### config.mk
export PLATFORM = sky130hd
export DESIGN_NAME = iefl_irq_ctrl_flat
export DESIGN_NICKNAME = d
export VERILOG_FILES = /design/src/verilog/iefl_pkg.sv /design/src/verilog/iefl_link_if.sv /design/src/verilog/iefl_ext_sense.sv /design/src/verilog/iefl_irq_ctrl.sv /design/src/flat_wrapper.sv
export SDC_FILE = /design/constraint.sdc
export NUM_CORES = 1
export LEC_CHECK = 0
export BUFFER_PORTS_ARGS = -buffer_cell sky130_fd_sc_hd__buf_2
export CORE_ASPECT_RATIO = 0.75
export CORE_MARGIN = 1
export CORE_UTILIZATION = 45
export CTS_CLUSTER_DIAMETER = 50
export DETAILED_ROUTE_END_ITERATION = 6
export PLACE_DENSITY = 0.7
export SLEW_MARGIN = 5
export SYNTH_ARGS = -nofsm -noshare
export SYNTH_HDL_FRONTEND = slang
export SYNTH_SLANG_ARGS = --single-unit
### constraint.sdc
create_clock -name core_clk -period 2.5 [get_ports core_clk]
set_input_delay 0.625 -clock core_clk [delete_from_list [all_inputs] [get_ports core_clk]]
set_output_delay 0.625 -clock core_clk [all_outputs]
set_load 0.01 [all_outputs]
### src/verilog/iefl_pkg.sv
// Purpose: shared constants for the interrupt enable and flag logic
// Assumes: one clock, 8-bit special-register port from the core
// Notes:   Function list below
//
// Function
// RULE1 - per-source enables plus one global gate
// RULE2 - all enables zero after any reset
// RULE3 - primary enable register bit layout
// RULE4 - secondary enable register bit layout
// RULE5 - flags set regardless of enable
// RULE6 - edge external flag cleared on vectoring
// RULE7 - level external flag follows pin directly
// RULE8 - timer0/1 flag set, cleared by vectoring
// RULE9 - timer2 request ORs two software-cleared flags
// RULE10 - serial request ORs rx and tx flags
// RULE11 - clock monitor flag cleared only by hardware
// RULE12 - adc flag set on valid result, software clears
// RULE13 - pwm flag cleared by software
// RULE14 - low-voltage flag set by hardware, software clears
// RULE15 - timer/external control register bit layout
// RULE16 - ext0/1 sense: 0 level, 1 falling
// RULE17 - run bit stops or starts timer
// RULE18 - ext2 sense: level, fall, rise, both
// RULE19 - software may set timer2 flags any time
// RULE20 - request needs flag, enable and gate
package iefl_pkg;
   // =====================================================
   // register addresses
   localparam logic [7:0] ADDR_TMR_EXT   = 8'h88;
   localparam logic [7:0] ADDR_PRI_EN    = 8'hA8;
   localparam logic [7:0] ADDR_SEC_EN    = 8'hA9;
   localparam logic [7:0] ADDR_EXT2      = 8'hE8;
   localparam logic [7:0] ADDR_TMR2_FLG  = 8'hC8;
   localparam logic [7:0] ADDR_SRC_FLG   = 8'hF0;
   localparam logic [7:0] RESET_VAL      = 8'h00;
   localparam logic [7:0] SEC_EN_MASK    = 8'hB4;
   // =====================================================
   // primary enable fields
   localparam int PE_GATE = 7;
   localparam int PE_ADC  = 6;
   localparam int PE_T2   = 5;
   localparam int PE_UART = 4;
   localparam int PE_T1   = 3;
   localparam int PE_X1   = 2;
   localparam int PE_T0   = 1;
   localparam int PE_X0   = 0;
   // secondary enable fields
   localparam int SE_LPD = 7;
   localparam int SE_PWM = 5;
   localparam int SE_SCM = 4;
   localparam int SE_X2  = 2;
   // timer/external control fields
   localparam int TE_TF1 = 7;
   localparam int TE_TR1 = 6;
   localparam int TE_TF0 = 5;
   localparam int TE_TR0 = 4;
   localparam int TE_IE1 = 3;
   localparam int TE_IT1 = 2;
   localparam int TE_IE0 = 1;
   localparam int TE_IT0 = 0;
   // ext2 register fields
   localparam int X2_SEL_LO = 2;
   localparam int X2_REQ    = 0;
   // timer2 flag fields
   localparam int T2_OVF = 7;
   localparam int T2_EXT = 6;
   // peripheral flag register fields (software side)
   localparam int SF_RX  = 0;
   localparam int SF_TX  = 1;
   localparam int SF_SCM = 2;
   localparam int SF_ADC = 3;
   localparam int SF_PWM = 4;
   localparam int SF_LPD = 5;
   // =====================================================
   // source indices of the request vector
   localparam int NSRC    = 11;
   localparam int SRC_X0  = 0;
   localparam int SRC_T0  = 1;
   localparam int SRC_X1  = 2;
   localparam int SRC_T1  = 3;
   localparam int SRC_UART = 4;
   localparam int SRC_T2  = 5;
   localparam int SRC_ADC = 6;
   localparam int SRC_X2  = 7;
   localparam int SRC_SCM = 8;
   localparam int SRC_PWM = 9;
   localparam int SRC_LPD = 10;

   typedef enum logic [1:0] {
      X2_LEVEL = 2'b00,
      X2_FALL  = 2'b01,
      X2_RISE  = 2'b10,
      X2_BOTH  = 2'b11
   } iefl_x2sel_t;
endpackage

### src/verilog/iefl_link_if.sv
`timescale 1ns/1ps
// Purpose: joins the interrupt logic and the core vectoring end
// Assumes: single clock domain
// Notes:   none
interface iefl_link_if;
   logic [10:0] irqReq;
   logic [10:0] vecAck;
   logic        sfrWr;
   logic        sfrRd;
   logic [7:0]  sfrAddr;
   logic [7:0]  sfrWdata;
   logic [7:0]  sfrRdata;
   modport device (
      input  vecAck, sfrWr, sfrRd, sfrAddr, sfrWdata,
      output irqReq, sfrRdata
   );
   modport core (
      output vecAck, sfrWr, sfrRd, sfrAddr, sfrWdata,
      input  irqReq, sfrRdata
   );
endinterface

### src/verilog/iefl_ext_sense.sv
`timescale 1ns/1ps
// Purpose: synchronise one external request pin and detect edges
// Assumes: pin is asynchronous to core_clk, active low
// Notes:   outputs are single-cycle pulses except the level
module iefl_ext_sense (
   // clock and reset
   input  wire logic core_clk,
   input  wire logic reset,
   // pin
   input  wire logic pinN,
   // detections
   output logic      lvlActive,
   output logic      fallSeen,
   output logic      riseSeen
);
   logic sync1_r, sync2_r, prev_r;
   logic sync1_nxt, sync2_nxt, prev_nxt;

   always_comb begin
      sync1_nxt = pinN;
      sync2_nxt = sync1_r;
      prev_nxt  = sync2_r;
   end

   // idle pin is high, so the chain resets to one to avoid a false edge
   always_ff @(posedge core_clk or posedge reset) begin
      if (reset) begin
         sync1_r <= 1'b1;
         sync2_r <= 1'b1;
         prev_r  <= 1'b1;
      end else begin
         sync1_r <= sync1_nxt;
         sync2_r <= sync2_nxt;
         prev_r  <= prev_nxt;
      end
   end

   assign lvlActive = ~sync2_r;
   assign fallSeen  = prev_r & ~sync2_r;
   assign riseSeen  = ~prev_r & sync2_r;
endmodule

### src/verilog/iefl_irq_ctrl.sv
`timescale 1ns/1ps
// Purpose: interrupt enables, request flags and qualified requests
// Assumes: core reads/writes special registers one byte per cycle
// Notes:   vecAck bit pulses one cycle when a routine is entered
module iefl_irq_ctrl
   import iefl_pkg::*;
(
   // clock and reset
   input  wire logic  core_clk,
   input  wire logic  reset,
   // core side
   iefl_link_if.device link,
   // external pins, active low
   input  wire logic  ext0PinN,
   input  wire logic  ext1PinN,
   input  wire logic  ext2PinN,
   // peripheral event pulses
   input  wire logic  tmr0Ovf,
   input  wire logic  tmr1Ovf,
   input  wire logic  tmr2Ovf,
   input  wire logic  tmr2Ext,
   input  wire logic  uartRx,
   input  wire logic  uartTx,
   input  wire logic  clkmonSet,
   input  wire logic  clkmonClr,
   input  wire logic  adcDone,
   input  wire logic  adcCmpMode,
   input  wire logic  adcAboveCmp,
   input  wire logic  pwmEvent,
   input  wire logic  lowvoltEvent,
   // timer run controls
   output logic       tmr0Run,
   output logic       tmr1Run
);
   // =====================================================
   // registers
   logic [7:0] priEn_r, priEn_nxt;
   logic [7:0] secEn_r, secEn_nxt;
   logic [7:0] tmrExt_r, tmrExt_nxt;
   logic [1:0] x2Sel_r, x2Sel_nxt;
   logic       x2Req_r, x2Req_nxt;
   logic       t2Ovf_r, t2Ovf_nxt;
   logic       t2Ext_r, t2Ext_nxt;
   logic [5:0] srcFlg_r, srcFlg_nxt;
   logic [7:0] rdata_r, rdata_nxt;
   logic [10:0] req_r, req_nxt;

   logic lvl0, fall0, lvl1, fall1, lvl2, fall2, rise2;
   logic x2EdgeHit;

   iefl_ext_sense u_x0 (
      .core_clk  (core_clk),
      .reset     (reset),
      .pinN      (ext0PinN),
      .lvlActive (lvl0),
      .fallSeen  (fall0),
      .riseSeen  ()
   );
   iefl_ext_sense u_x1 (
      .core_clk  (core_clk),
      .reset     (reset),
      .pinN      (ext1PinN),
      .lvlActive (lvl1),
      .fallSeen  (fall1),
      .riseSeen  ()
   );
   iefl_ext_sense u_x2 (
      .core_clk  (core_clk),
      .reset     (reset),
      .pinN      (ext2PinN),
      .lvlActive (lvl2),
      .fallSeen  (fall2),
      .riseSeen  (rise2)
   );

   function automatic logic wrHit(input logic [7:0] a);
      wrHit = link.sfrWr && (link.sfrAddr == a);
   endfunction

   // edge-flag update: set beats clear, vectoring clears
   function automatic logic edgeFlag(input logic cur, input logic set,
                                     input logic swWr, input logic swVal,
                                     input logic ack);
      logic v;
      v = cur;
      if (swWr) begin
         v = swVal;
      end
      if (ack) begin
         v = 1'b0;
      end
      edgeFlag = v | set;
   endfunction

   always_comb begin
      unique case (iefl_x2sel_t'(x2Sel_r))
         X2_FALL: x2EdgeHit = fall2;
         X2_RISE: x2EdgeHit = rise2;
         X2_BOTH: x2EdgeHit = fall2 | rise2;
         X2_LEVEL: x2EdgeHit = 1'b0;
      endcase
   end

   // =====================================================
   // next-state
   always_comb begin
      logic wTe;
      logic [7:0] wd;
      wTe = wrHit(ADDR_TMR_EXT);
      wd  = link.sfrWdata;
      priEn_nxt = wrHit(ADDR_PRI_EN) ? wd : priEn_r;           // [RULE3]
      secEn_nxt = wrHit(ADDR_SEC_EN) ? (wd & SEC_EN_MASK)
                                     : secEn_r;                // [RULE4]
      tmrExt_nxt = tmrExt_r;
      if (wTe) begin
         tmrExt_nxt[TE_TR1] = wd[TE_TR1];                      // [RULE15]
         tmrExt_nxt[TE_TR0] = wd[TE_TR0];
         tmrExt_nxt[TE_IT1] = wd[TE_IT1];
         tmrExt_nxt[TE_IT0] = wd[TE_IT0];
      end
      // timer flags set on overflow, cleared on vectoring  [RULE8] [RULE5]
      tmrExt_nxt[TE_TF0] = edgeFlag(tmrExt_r[TE_TF0], tmr0Ovf, wTe,
                                    wd[TE_TF0], link.vecAck[SRC_T0]);
      tmrExt_nxt[TE_TF1] = edgeFlag(tmrExt_r[TE_TF1], tmr1Ovf, wTe,
                                    wd[TE_TF1], link.vecAck[SRC_T1]);
      // ext0/1: falling edge latches, low level follows pin [RULE16]
      if (tmrExt_r[TE_IT0]) begin
         tmrExt_nxt[TE_IE0] = edgeFlag(tmrExt_r[TE_IE0], fall0, wTe,
                                       wd[TE_IE0],
                                       link.vecAck[SRC_X0]);   // [RULE6]
      end else begin
         tmrExt_nxt[TE_IE0] = lvl0;                            // [RULE7]
      end
      if (tmrExt_r[TE_IT1]) begin
         tmrExt_nxt[TE_IE1] = edgeFlag(tmrExt_r[TE_IE1], fall1, wTe,
                                       wd[TE_IE1],
                                       link.vecAck[SRC_X1]);   // [RULE6]
      end else begin
         tmrExt_nxt[TE_IE1] = lvl1;                            // [RULE7]
      end
      // ext2 [RULE18]
      x2Sel_nxt = wrHit(ADDR_EXT2) ? wd[X2_SEL_LO +: 2] : x2Sel_r;
      if (x2Sel_r == X2_LEVEL) begin
         x2Req_nxt = lvl2;                                     // [RULE7]
      end else begin
         x2Req_nxt = edgeFlag(x2Req_r, x2EdgeHit, wrHit(ADDR_EXT2),
                              wd[X2_REQ], link.vecAck[SRC_X2]); // [RULE6]
      end
      // timer2 flags: software sets or clears, vectoring leaves them
      t2Ovf_nxt = t2Ovf_r;
      t2Ext_nxt = t2Ext_r;
      if (wrHit(ADDR_TMR2_FLG)) begin
         t2Ovf_nxt = wd[T2_OVF];                               // [RULE19]
         t2Ext_nxt = wd[T2_EXT];
      end
      t2Ovf_nxt = t2Ovf_nxt | tmr2Ovf;                         // [RULE9]
      t2Ext_nxt = t2Ext_nxt | tmr2Ext;
      // remaining peripheral flags, software clears all but the clock monitor flag by writing zero
      srcFlg_nxt = srcFlg_r;
      if (wrHit(ADDR_SRC_FLG)) begin
         srcFlg_nxt = srcFlg_r & wd[5:0];
         srcFlg_nxt[SF_SCM] = srcFlg_r[SF_SCM];                // [RULE11]
      end
      if (clkmonClr) begin
         srcFlg_nxt[SF_SCM] = 1'b0;
      end
      srcFlg_nxt[SF_RX]  = srcFlg_nxt[SF_RX] | uartRx;         // [RULE10]
      srcFlg_nxt[SF_TX]  = srcFlg_nxt[SF_TX] | uartTx;
      srcFlg_nxt[SF_SCM] = srcFlg_nxt[SF_SCM] | clkmonSet;     // [RULE11]
      srcFlg_nxt[SF_ADC] = srcFlg_nxt[SF_ADC]
                         | (adcDone & (~adcCmpMode | adcAboveCmp)); // [RULE12]
      srcFlg_nxt[SF_PWM] = srcFlg_nxt[SF_PWM] | pwmEvent;      // [RULE13]
      srcFlg_nxt[SF_LPD] = srcFlg_nxt[SF_LPD] | lowvoltEvent;  // [RULE14]
      // qualified requests [RULE20] [RULE1]
      req_nxt = '0;
      if (priEn_r[PE_GATE]) begin
         req_nxt[SRC_X0]  = tmrExt_r[TE_IE0] & priEn_r[PE_X0];
         req_nxt[SRC_T0]  = tmrExt_r[TE_TF0] & priEn_r[PE_T0];
         req_nxt[SRC_X1]  = tmrExt_r[TE_IE1] & priEn_r[PE_X1];
         req_nxt[SRC_T1]  = tmrExt_r[TE_TF1] & priEn_r[PE_T1];
         req_nxt[SRC_UART] = (srcFlg_r[SF_RX] | srcFlg_r[SF_TX])
                           & priEn_r[PE_UART];                 // [RULE10]
         req_nxt[SRC_T2]  = (t2Ovf_r | t2Ext_r) & priEn_r[PE_T2]; // [RULE9]
         req_nxt[SRC_ADC] = srcFlg_r[SF_ADC] & priEn_r[PE_ADC];
         req_nxt[SRC_X2]  = x2Req_r & secEn_r[SE_X2];
         req_nxt[SRC_SCM] = srcFlg_r[SF_SCM] & secEn_r[SE_SCM];
         req_nxt[SRC_PWM] = srcFlg_r[SF_PWM] & secEn_r[SE_PWM];
         req_nxt[SRC_LPD] = srcFlg_r[SF_LPD] & secEn_r[SE_LPD];
      end
      // read data, unmapped reads as zero
      rdata_nxt = RESET_VAL;
      if (link.sfrRd) begin
         unique case (link.sfrAddr)
            ADDR_TMR_EXT:  rdata_nxt = tmrExt_r;
            ADDR_PRI_EN:   rdata_nxt = priEn_r;
            ADDR_SEC_EN:   rdata_nxt = secEn_r;
            ADDR_EXT2:     rdata_nxt = {4'h0, x2Sel_r, 1'b0, x2Req_r};
            ADDR_TMR2_FLG: rdata_nxt = {t2Ovf_r, t2Ext_r, 6'h00};
            ADDR_SRC_FLG:  rdata_nxt = {2'b00, srcFlg_r};
            default:       rdata_nxt = RESET_VAL;
         endcase
      end
   end

   // =====================================================
   // state registers, all cleared by reset [RULE2]
   always_ff @(posedge core_clk or posedge reset) begin
      if (reset) begin
         priEn_r  <= RESET_VAL;
         secEn_r  <= RESET_VAL;
         tmrExt_r <= RESET_VAL;
         x2Sel_r  <= 2'h0;
         x2Req_r  <= 1'b0;
         t2Ovf_r  <= 1'b0;
         t2Ext_r  <= 1'b0;
         srcFlg_r <= 6'h00;
         rdata_r  <= RESET_VAL;
         req_r    <= 11'h000;
      end else begin
         priEn_r  <= priEn_nxt;
         secEn_r  <= secEn_nxt;
         tmrExt_r <= tmrExt_nxt;
         x2Sel_r  <= x2Sel_nxt;
         x2Req_r  <= x2Req_nxt;
         t2Ovf_r  <= t2Ovf_nxt;
         t2Ext_r  <= t2Ext_nxt;
         srcFlg_r <= srcFlg_nxt;
         rdata_r  <= rdata_nxt;
         req_r    <= req_nxt;
      end
   end

   assign link.irqReq   = req_r;
   assign link.sfrRdata = rdata_r;
   assign tmr0Run = tmrExt_r[TE_TR0];                          // [RULE17]
   assign tmr1Run = tmrExt_r[TE_TR1];                          // [RULE17]
endmodule

### src/flat_wrapper.sv
// flat-port wrapper written by rule: the top's interface ports become plain ports
module iefl_irq_ctrl_flat import iefl_pkg::*;
  (core_clk, reset, ext0PinN, ext1PinN, ext2PinN, tmr0Ovf, tmr1Ovf, tmr2Ovf, tmr2Ext, uartRx, uartTx, clkmonSet, clkmonClr, adcDone, adcCmpMode, adcAboveCmp, pwmEvent, lowvoltEvent, tmr0Run, tmr1Run, link_vecAck, link_sfrWr, link_sfrRd, link_sfrAddr, link_sfrWdata, link_irqReq, link_sfrRdata);
  iefl_link_if link_i ();
  input  wire logic core_clk;
  input  wire logic reset;
  input  wire logic ext0PinN;
  input  wire logic ext1PinN;
  input  wire logic ext2PinN;
  input  wire logic tmr0Ovf;
  input  wire logic tmr1Ovf;
  input  wire logic tmr2Ovf;
  input  wire logic tmr2Ext;
  input  wire logic uartRx;
  input  wire logic uartTx;
  input  wire logic clkmonSet;
  input  wire logic clkmonClr;
  input  wire logic adcDone;
  input  wire logic adcCmpMode;
  input  wire logic adcAboveCmp;
  input  wire logic pwmEvent;
  input  wire logic lowvoltEvent;
  output logic tmr0Run;
  output logic tmr1Run;
  input wire logic [$bits(link_i.vecAck)-1:0] link_vecAck;
  input wire logic [$bits(link_i.sfrWr)-1:0] link_sfrWr;
  input wire logic [$bits(link_i.sfrRd)-1:0] link_sfrRd;
  input wire logic [$bits(link_i.sfrAddr)-1:0] link_sfrAddr;
  input wire logic [$bits(link_i.sfrWdata)-1:0] link_sfrWdata;
  output wire logic [$bits(link_i.irqReq)-1:0] link_irqReq;
  output wire logic [$bits(link_i.sfrRdata)-1:0] link_sfrRdata;
  assign link_i.vecAck = link_vecAck;
  assign link_i.sfrWr = link_sfrWr;
  assign link_i.sfrRd = link_sfrRd;
  assign link_i.sfrAddr = link_sfrAddr;
  assign link_i.sfrWdata = link_sfrWdata;
  assign link_irqReq = link_i.irqReq;
  assign link_sfrRdata = link_i.sfrRdata;
  iefl_irq_ctrl u_core (.core_clk(core_clk), .reset(reset), .link(link_i), .ext0PinN(ext0PinN), .ext1PinN(ext1PinN), .ext2PinN(ext2PinN), .tmr0Ovf(tmr0Ovf), .tmr1Ovf(tmr1Ovf), .tmr2Ovf(tmr2Ovf), .tmr2Ext(tmr2Ext), .uartRx(uartRx), .uartTx(uartTx), .clkmonSet(clkmonSet), .clkmonClr(clkmonClr), .adcDone(adcDone), .adcCmpMode(adcCmpMode), .adcAboveCmp(adcAboveCmp), .pwmEvent(pwmEvent), .lowvoltEvent(lowvoltEvent), .tmr0Run(tmr0Run), .tmr1Run(tmr1Run));
endmodule
==> run summary, run 1 <==
CTS tree: built
Drt initial violations: 99
Worst-Skew Late Latency: 0.34 ns
Num CTS Buffers: 9
Gpl congestion: 0.830
Flop pwr share: 0.499
Outcome: completed
Gr ovfl total: 0
Critical Path RT: 2.73 ns
Startpoint Class: input pin
Fin. max-slew vios: 0
TritonCTS Sinks: 59
Unrepaired setup endpoints after global routing: false
Power share of the combinational group: 0.070
Synth Cell Area: 2580 sq um
Worst Setup Path Type: input pin to flip-flop
NumNets Final: 316
Share of cells above drive strength 1: 0.449
Overall Power: 2.03 mW
Switching share of total power: 0.228
Number of synthesized register bits: 59
Post-Syn Instances: 197
Final hold vios: 0
Die Wd: 89.4 um
Initial antenna violation count: 0
Worst setup EP type: flip-flop
Max-cap viol count: 0
H-tree Lvls: 3
Starting Density: 0.474
Minimum period implied by the final worst setup slack: 1.86 ns
Worst EP arrival: 2.09 ns
Post-DP HPWL: 3.97 mm
Register area share after synthesis: 0.577
Commonest cells after routing, fill and taps aside: buf_2, dfrtp_1, mux2_2, clkbuf_8
DR DRC count: 0
PwrDens: 635 nW/um^2
Fmax: 538 MHz
Least-Margin Pin Slew: 0.577 ns
Post-synthesis cell type count: 47
YS warnings: 0
Die area: 6040 sq um
Average wire per standard cell: 15.7 um
Clk pwr share: 0.431
Fill count: 466
Vias per cell: 5.26
Largest net degree at the start of global routing: 37
VDD IR-drop max: 0.397 mV
Synthesized Nets: 246
Int Power: 1.57 mW
Post-synth EDFFs: 0
First-pass GRT wire length: 8.94 mm
Synth Flop Type: dfrtp_1
Layout Skew: 0.0103 ns
Vias in the first global route: 1793
Antenna Nets Post-Route: 0
Syn Area/Cell: 13.1 sq um
Antenna diodes: 0
Post-cts resize count: 0
GRT Total Usage: 0.207
Clk root buf: clkbuf_8
I/O pin count: 68
CTS max path bufs: 2
Postcts setup bufs: 0
Worst Path Max Fanout: 8
Sw power: 0.463 mW
Final setup viols: 0
PortBufs: 61
Row count: 23
Die H: 67.5 um
Commonest non-fill, non-tap cell in the layout: buf_2
Leak: 1.57 nW
Fin crit share: 0.744
Core Region: 5440 sq um
Pre-antenna DRT Iters: 6
DRT Wirelength: 5.46 mm
Reg clk slew, reported paths: 0.07 ns
Via count: 1826
Fin Setup TNS: 0 ns
Cts hold-fix bufs: 0
Asr flop ratio synth: 1.00
Area growth from synthesis to layout: 23.9%
Min-delay worst type: input pin to async pin
Relative slew slack: 0.610
## worst max-delay path, stage by stage
cell,delay (ns)
buf_2,0.13
or2_2,0.35
nor4b_4,0.47
buf_4,0.25
nand3b_1,0.09
a21o_1,0.18
## area by class of cell
class / instances / area [sq um] / share of cell area
repair buffers: 64 / 340 / 0.107
clock inverters: 4 / 50.0 / 0.0157
inverters: 11 / 41.3 / 0.0129
clock buffers: 12 / 155 / 0.0486
flip-flops and latches: 59 / 1490 / 0.466
well taps: 75 / 93.8 / 0.0294
multi-input cells: 122 / 1030 / 0.321
## layer usage
layer	up-vias	part of all wire	track usage
met3	6	0.062	0.0795
li1	872	-	-
met2	67	0.43	0.298
met4	0	0.0093	0.0675
met1	881	0.49	0.288
met5	-	0	0
## final timing paths
| kind | slack (ns) | end | cells after the start | from |
|---|---|---|---|---|
| max | 0.64 | u_core.srcFlg_r[0] | 6 | link_sfrAddr[2] |
| min | 0.31 | u_core.link.sfrRdata[1] | 2 | reset |
| max reg2reg | 1.04 | u_core.link.sfrRdata[6] | 4 | u_core.t2Ext_r |
| min reg2reg | 0.36 | u_core.u_x2.prev_nxt | 0 | u_core.u_x2.sync1_r |
| max in group asynchronous | 1.58 | u_core.u_x2.prev_r | 3 | reset |
| min in group core_clk | 0.36 | u_core.u_x2.prev_nxt | 0 | u_core.u_x2.sync1_r |
## cells in the mapped netlist (3+ instances only)
cell type,instances,area share
dfrtp_1,50,0.49
inv_1,11,0.016
nand2_1,8,0.012
a222oi_1,5,0.019
mux2i_1,7,0.027
mux2_2,20,0.087
nand3b_1,5,0.015
nor3_2,3,0.012
a21o_1,6,0.017
dfstp_2,9,0.092
o32ai_1,3,0.010
buf_2,3,0.0058
a21oi_1,6,0.012
nor2_1,10,0.015
and3_1,9,0.022
## stage by stage
step | utilization | cell area (sq um) | hold WS (ns) | cells | setup slack (ns)
floorplan | - | 2580 | 0.345 | 197 | 0.434
global placement | 0.550 | 2990 | 0.346 | 331 | 0.303
detailed placement | 0.550 | 2990 | 0.347 | 331 | 0.313
CTS | 0.587 | 3190 | 0.324 | 347 | 0.670
global route | 0.587 | 3190 | 0.352 | 347 | 0.547
finish | 0.587 | 3190 | 0.311 | 347 | 0.640
## flip-flops by register name, summed over array words and instances (netlist names)
| name | cells |
|---|---|
| u_core.link.irqReq | 11 |
| u_core.link.sfrRdata | 8 |
| u_core.priEn_r | 8 |
| u_core.secEn_r | 4 |
| u_core.srcFlg_r | 6 |
| u_core.t2Ext_r | 1 |
| u_core.t2Ovf_r | 1 |
| u_core.tmrExt_r | 8 |
| u_core.u_x0.prev_nxt | 1 |
| u_core.u_x0.prev_r | 1 |
| u_core.u_x0.sync1_r | 1 |
| u_core.u_x1.prev_nxt | 1 |
| u_core.u_x1.prev_r | 1 |
| u_core.u_x1.sync1_r | 1 |
| u_core.u_x2.prev_nxt | 1 |
| u_core.u_x2.prev_r | 1 |
| u_core.u_x2.sync1_r | 1 |
| u_core.x2Req_r | 1 |
| u_core.x2Sel_r | 2 |
## kinds of logic (layout without fill, tap and decap cells)
| group | count (synthesis) | after routing | synth area share |
|---|---|---|---|
| buf+inv | 16 | 91 | 0.0248 |
| fa+ha+maj | 2 | 2 | 0.00971 |
| flops | 59 | 59 | 0.577 |
| compound gates | 34 | 34 | 0.109 |
| simple gates | 59 | 59 | 0.165 |
| mux | 27 | 27 | 0.115 |
## power groups by stage
stage | clock network, mW | registers (mW) | logic [mW]
6_report | 0.875 | 1.01 | 0.141
5_1_grt | 0.937 | 1.02 | 0.157
4_1_cts | 0.895 | 1.01 | 0.144
3_5_place_dp | 0 | 1.03 | 0.143
3_3_place_gp | 0 | 1.03 | 0.140
2_1_floorplan | 0 | 1.02 | 0.0778
No activity file was read; power rests on OpenSTA's default activity.
==> run 2: changes to the inputs <==
clock period = 1.85 ns   (was 2.5 ns; I/O delays follow)
==> run summary, run 2 (synthesis results as in run 1) <==
Int Power: 2.11 mW (+34%)
GRT Total Usage: 0.220 (+0.0129)
Sw power: 0.658 mW (+42%)
I/O pin count: 68 (unchanged)
Core Region: 5440 sq um (unchanged)
Met1 GRT Util: 0.303 (+0.0146)
Gpl congestion: 0.837 (+0.88%)
First-pass GRT wire length: 9.31 mm (+4.1%)
Postcts setup bufs: 0 (unchanged)
Post-DP HPWL: 4.12 mm (+3.8%)
Reg clk slew, reported paths: 0.07 ns (about the same)
Die area: 6040 sq um (unchanged)
Reg2reg start: u_core.t2Ext_r
Crit path cell chain: buf_2 -> or2_2 -> nor4b_4 -> buf_4 -> nand3b_1 -> a21o_1
Worst setup EP type: flip-flop
GRT met3 Usage: 0.0709 (-0.00856)
Unrepaired setup endpoints after global routing: false
Flop pwr share: 0.495 (-0.004)
NumNets Final: 341 (+7.9%)
VDD IR-drop max: 0.411 mV (+3.5%)
Fmax: 633 MHz
PwrDens: 817 nW/um^2 (+29%)
Max-cap viol count: 0 (unchanged)
Final setup viols: 0 (unchanged)
Startpoint Class: input pin
Reg-to-reg endpoint: u_core.link.sfrRdata[6]
DR DRC count: 0 (unchanged)
Post-cts resize count: 0 (unchanged)
Gr ovfl total: 0 (unchanged)
Critical path's slowest cell: nor4b_4
Row count: 23 (unchanged)
Worst r2r path cells: 4 (unchanged)
Vias per cell: 5.12 (-2.6%)
Layout Skew: 0.00850 ns (-0.00180 ns)
H-tree Lvls: 3 (unchanged)
Power share of the combinational group: 0.077 (+0.007)
Area growth from synthesis to layout: 31.3%
Critical Path RT: 2.09 ns (-0.64 ns)
Outcome: completed
Top cell family by delay on the critical path: simple AND/OR/NAND/NOR gates
TritonCTS Sinks: 59 (unchanged)
Initial antenna violation count: 0 (unchanged)
Die Wd: 89.4 um (unchanged)
Fin. max-slew vios: 0 (unchanged)
Critical path buffers and inverters: 2 (unchanged)
Worst-Skew Late Latency: 0.34 ns (about the same)
Via count: 1906 (+4.4%)
Max FFs per register: 11 (unchanged)
Commonest non-fill, non-tap cell in the layout: buf_2
Pre-antenna DRT Iters: 4 (-2)
Final hold vios: 0 (unchanged)
Commonest cells after routing, fill and taps aside: buf_2, dfrtp_1, buf_4, mux2_2
Starting Density: 0.474 (unchanged)
Fin crit share: 0.853
PortBufs: 61 (unchanged)
Met2 usage: 0.325 (+0.0277)
Vias in the first global route: 1852 (+3.3%)
GR peak layer: met2
Die H: 67.5 um (unchanged)
Relative slew slack: 0.676 (+0.0664)
Switching share of total power: 0.238 (+0.0101)
Overall Power: 2.76 mW (+36%)
Clk root buf: clkbuf_8
Final Non-Filler Cells: 372 (+7.2%)
Average wire per standard cell: 15.1 um (-4.0%)
Leak: 1.68 nW (+7.1%)
CTS tree: built
Clk pwr share: 0.428 (-0.003)
Fin Setup TNS: 0 ns (unchanged)
Cts hold-fix bufs: 0 (unchanged)
DP Cell Count: 356 (+7.6%)
DRT Wirelength: 5.62 mm (+2.9%)
Worst Path Max Fanout: 8 (unchanged)
Worst EP arrival: 1.82 ns (-0.27 ns)
Antenna Nets Post-Route: 0 (unchanged)
Drt initial violations: 106 (+7.1%)
Worst R2R Setup Slack: 0.45 ns (-0.59 ns)
Crit-path max cell delay: 0.38 ns (-0.09 ns)
Antenna diodes: 0 (unchanged)
CTS max path bufs: 2 (unchanged)
Least-Margin Pin Slew: 0.486 ns (-0.0915 ns)
Num CTS Buffers: 9 (unchanged)
Min-delay worst type: input pin to async pin
Largest net degree at the start of global routing: 60 (+62%)
Share of cells above drive strength 1: 0.495 (+0.0464)
Worst Setup Path Type: input pin to flip-flop
Minimum period implied by the final worst setup slack: 1.58 ns
run 2: changes by cell type in the layout (fill, tap and decap cells not counted):
| cell | change |
|---|---|
| clkbuf_8 | -1 |
| inv_6 | +1 |
| buf_4 | +25 |
| inv_2 | -1 |
| clkinvlp_4 | +2 |
| clkinv_2 | -1 |
run 2: cell type report:
| cell class | count | area, sq um |
|---|---|---|
| clock inverters | 5 | 61.3 |
| multi-input cells | 122 | 1030 |
| well taps | 75 | 93.8 |
| fillers | 437 | 2060 |
| clock buffers | 11 | 141 |
| flip-flops and latches | 59 | 1490 |
| inverters | 11 | 45.0 |
| repair buffers | 89 | 528 |
run 2: worst max-delay path by stage:
stage                     from            endpoint  slack (ns)  depth (start not counted)
2_1_floorplan  link_sfrAddr[0]      u_core.x2Req_r        0.13                          5
3_3_place_gp   link_sfrAddr[2]  u_core.srcFlg_r[5]       -0.08                          6
3_5_place_dp   link_sfrAddr[2]  u_core.srcFlg_r[1]       -0.07                          6
4_1_cts        link_sfrAddr[2]  u_core.srcFlg_r[0]        0.31                          6
5_1_grt        link_sfrAddr[2]  u_core.srcFlg_r[0]        0.21                          6
6_report       link_sfrAddr[2]  u_core.srcFlg_r[0]        0.27                          6
run 2: power groups by stage:
stage | clock network [mW] | registers (mW) | logic, mW
finish | 1.18 | 1.37 | 0.214
global placement | 0 | 1.39 | 0.214
detailed placement | 0 | 1.39 | 0.216
CTS | 1.22 | 1.37 | 0.217
floorplan | 0 | 1.38 | 0.106
global route | 1.28 | 1.37 | 0.240
run 2: worst reg2reg max path: cells and delay by family, from the launching register on:
kind,cells,cell delay [ns]
and+or+nand+nor,2,0.73
DFF,1,0.37
AOI/OAI and AO/OA,1,0.12
muxes,1,0.09
run 2: per-stage QoR:
step           hold slack (ns)  setup slack [ns]  utilization  cell area, sq um
3_5_place_dp             0.347           -0.0671        0.585              3180
5_1_grt                  0.189             0.207        0.622              3380
2_1_floorplan            0.345             0.125            -              2580
3_3_place_gp             0.346           -0.0770        0.585              3180
6_report                 0.196             0.271        0.622              3380
4_1_cts                  0.189             0.309        0.622              3380
run 2: metal layers:
layer | vias to the layer above | part of all wire | wire length (um)
met5 | - | 0 | 0
met3 | 9 | 0.055 | 310
li1 | 923 | - | -
met1 | 920 | 0.49 | 2760
met2 | 54 | 0.44 | 2480
met4 | 0 | 0.013 | 71
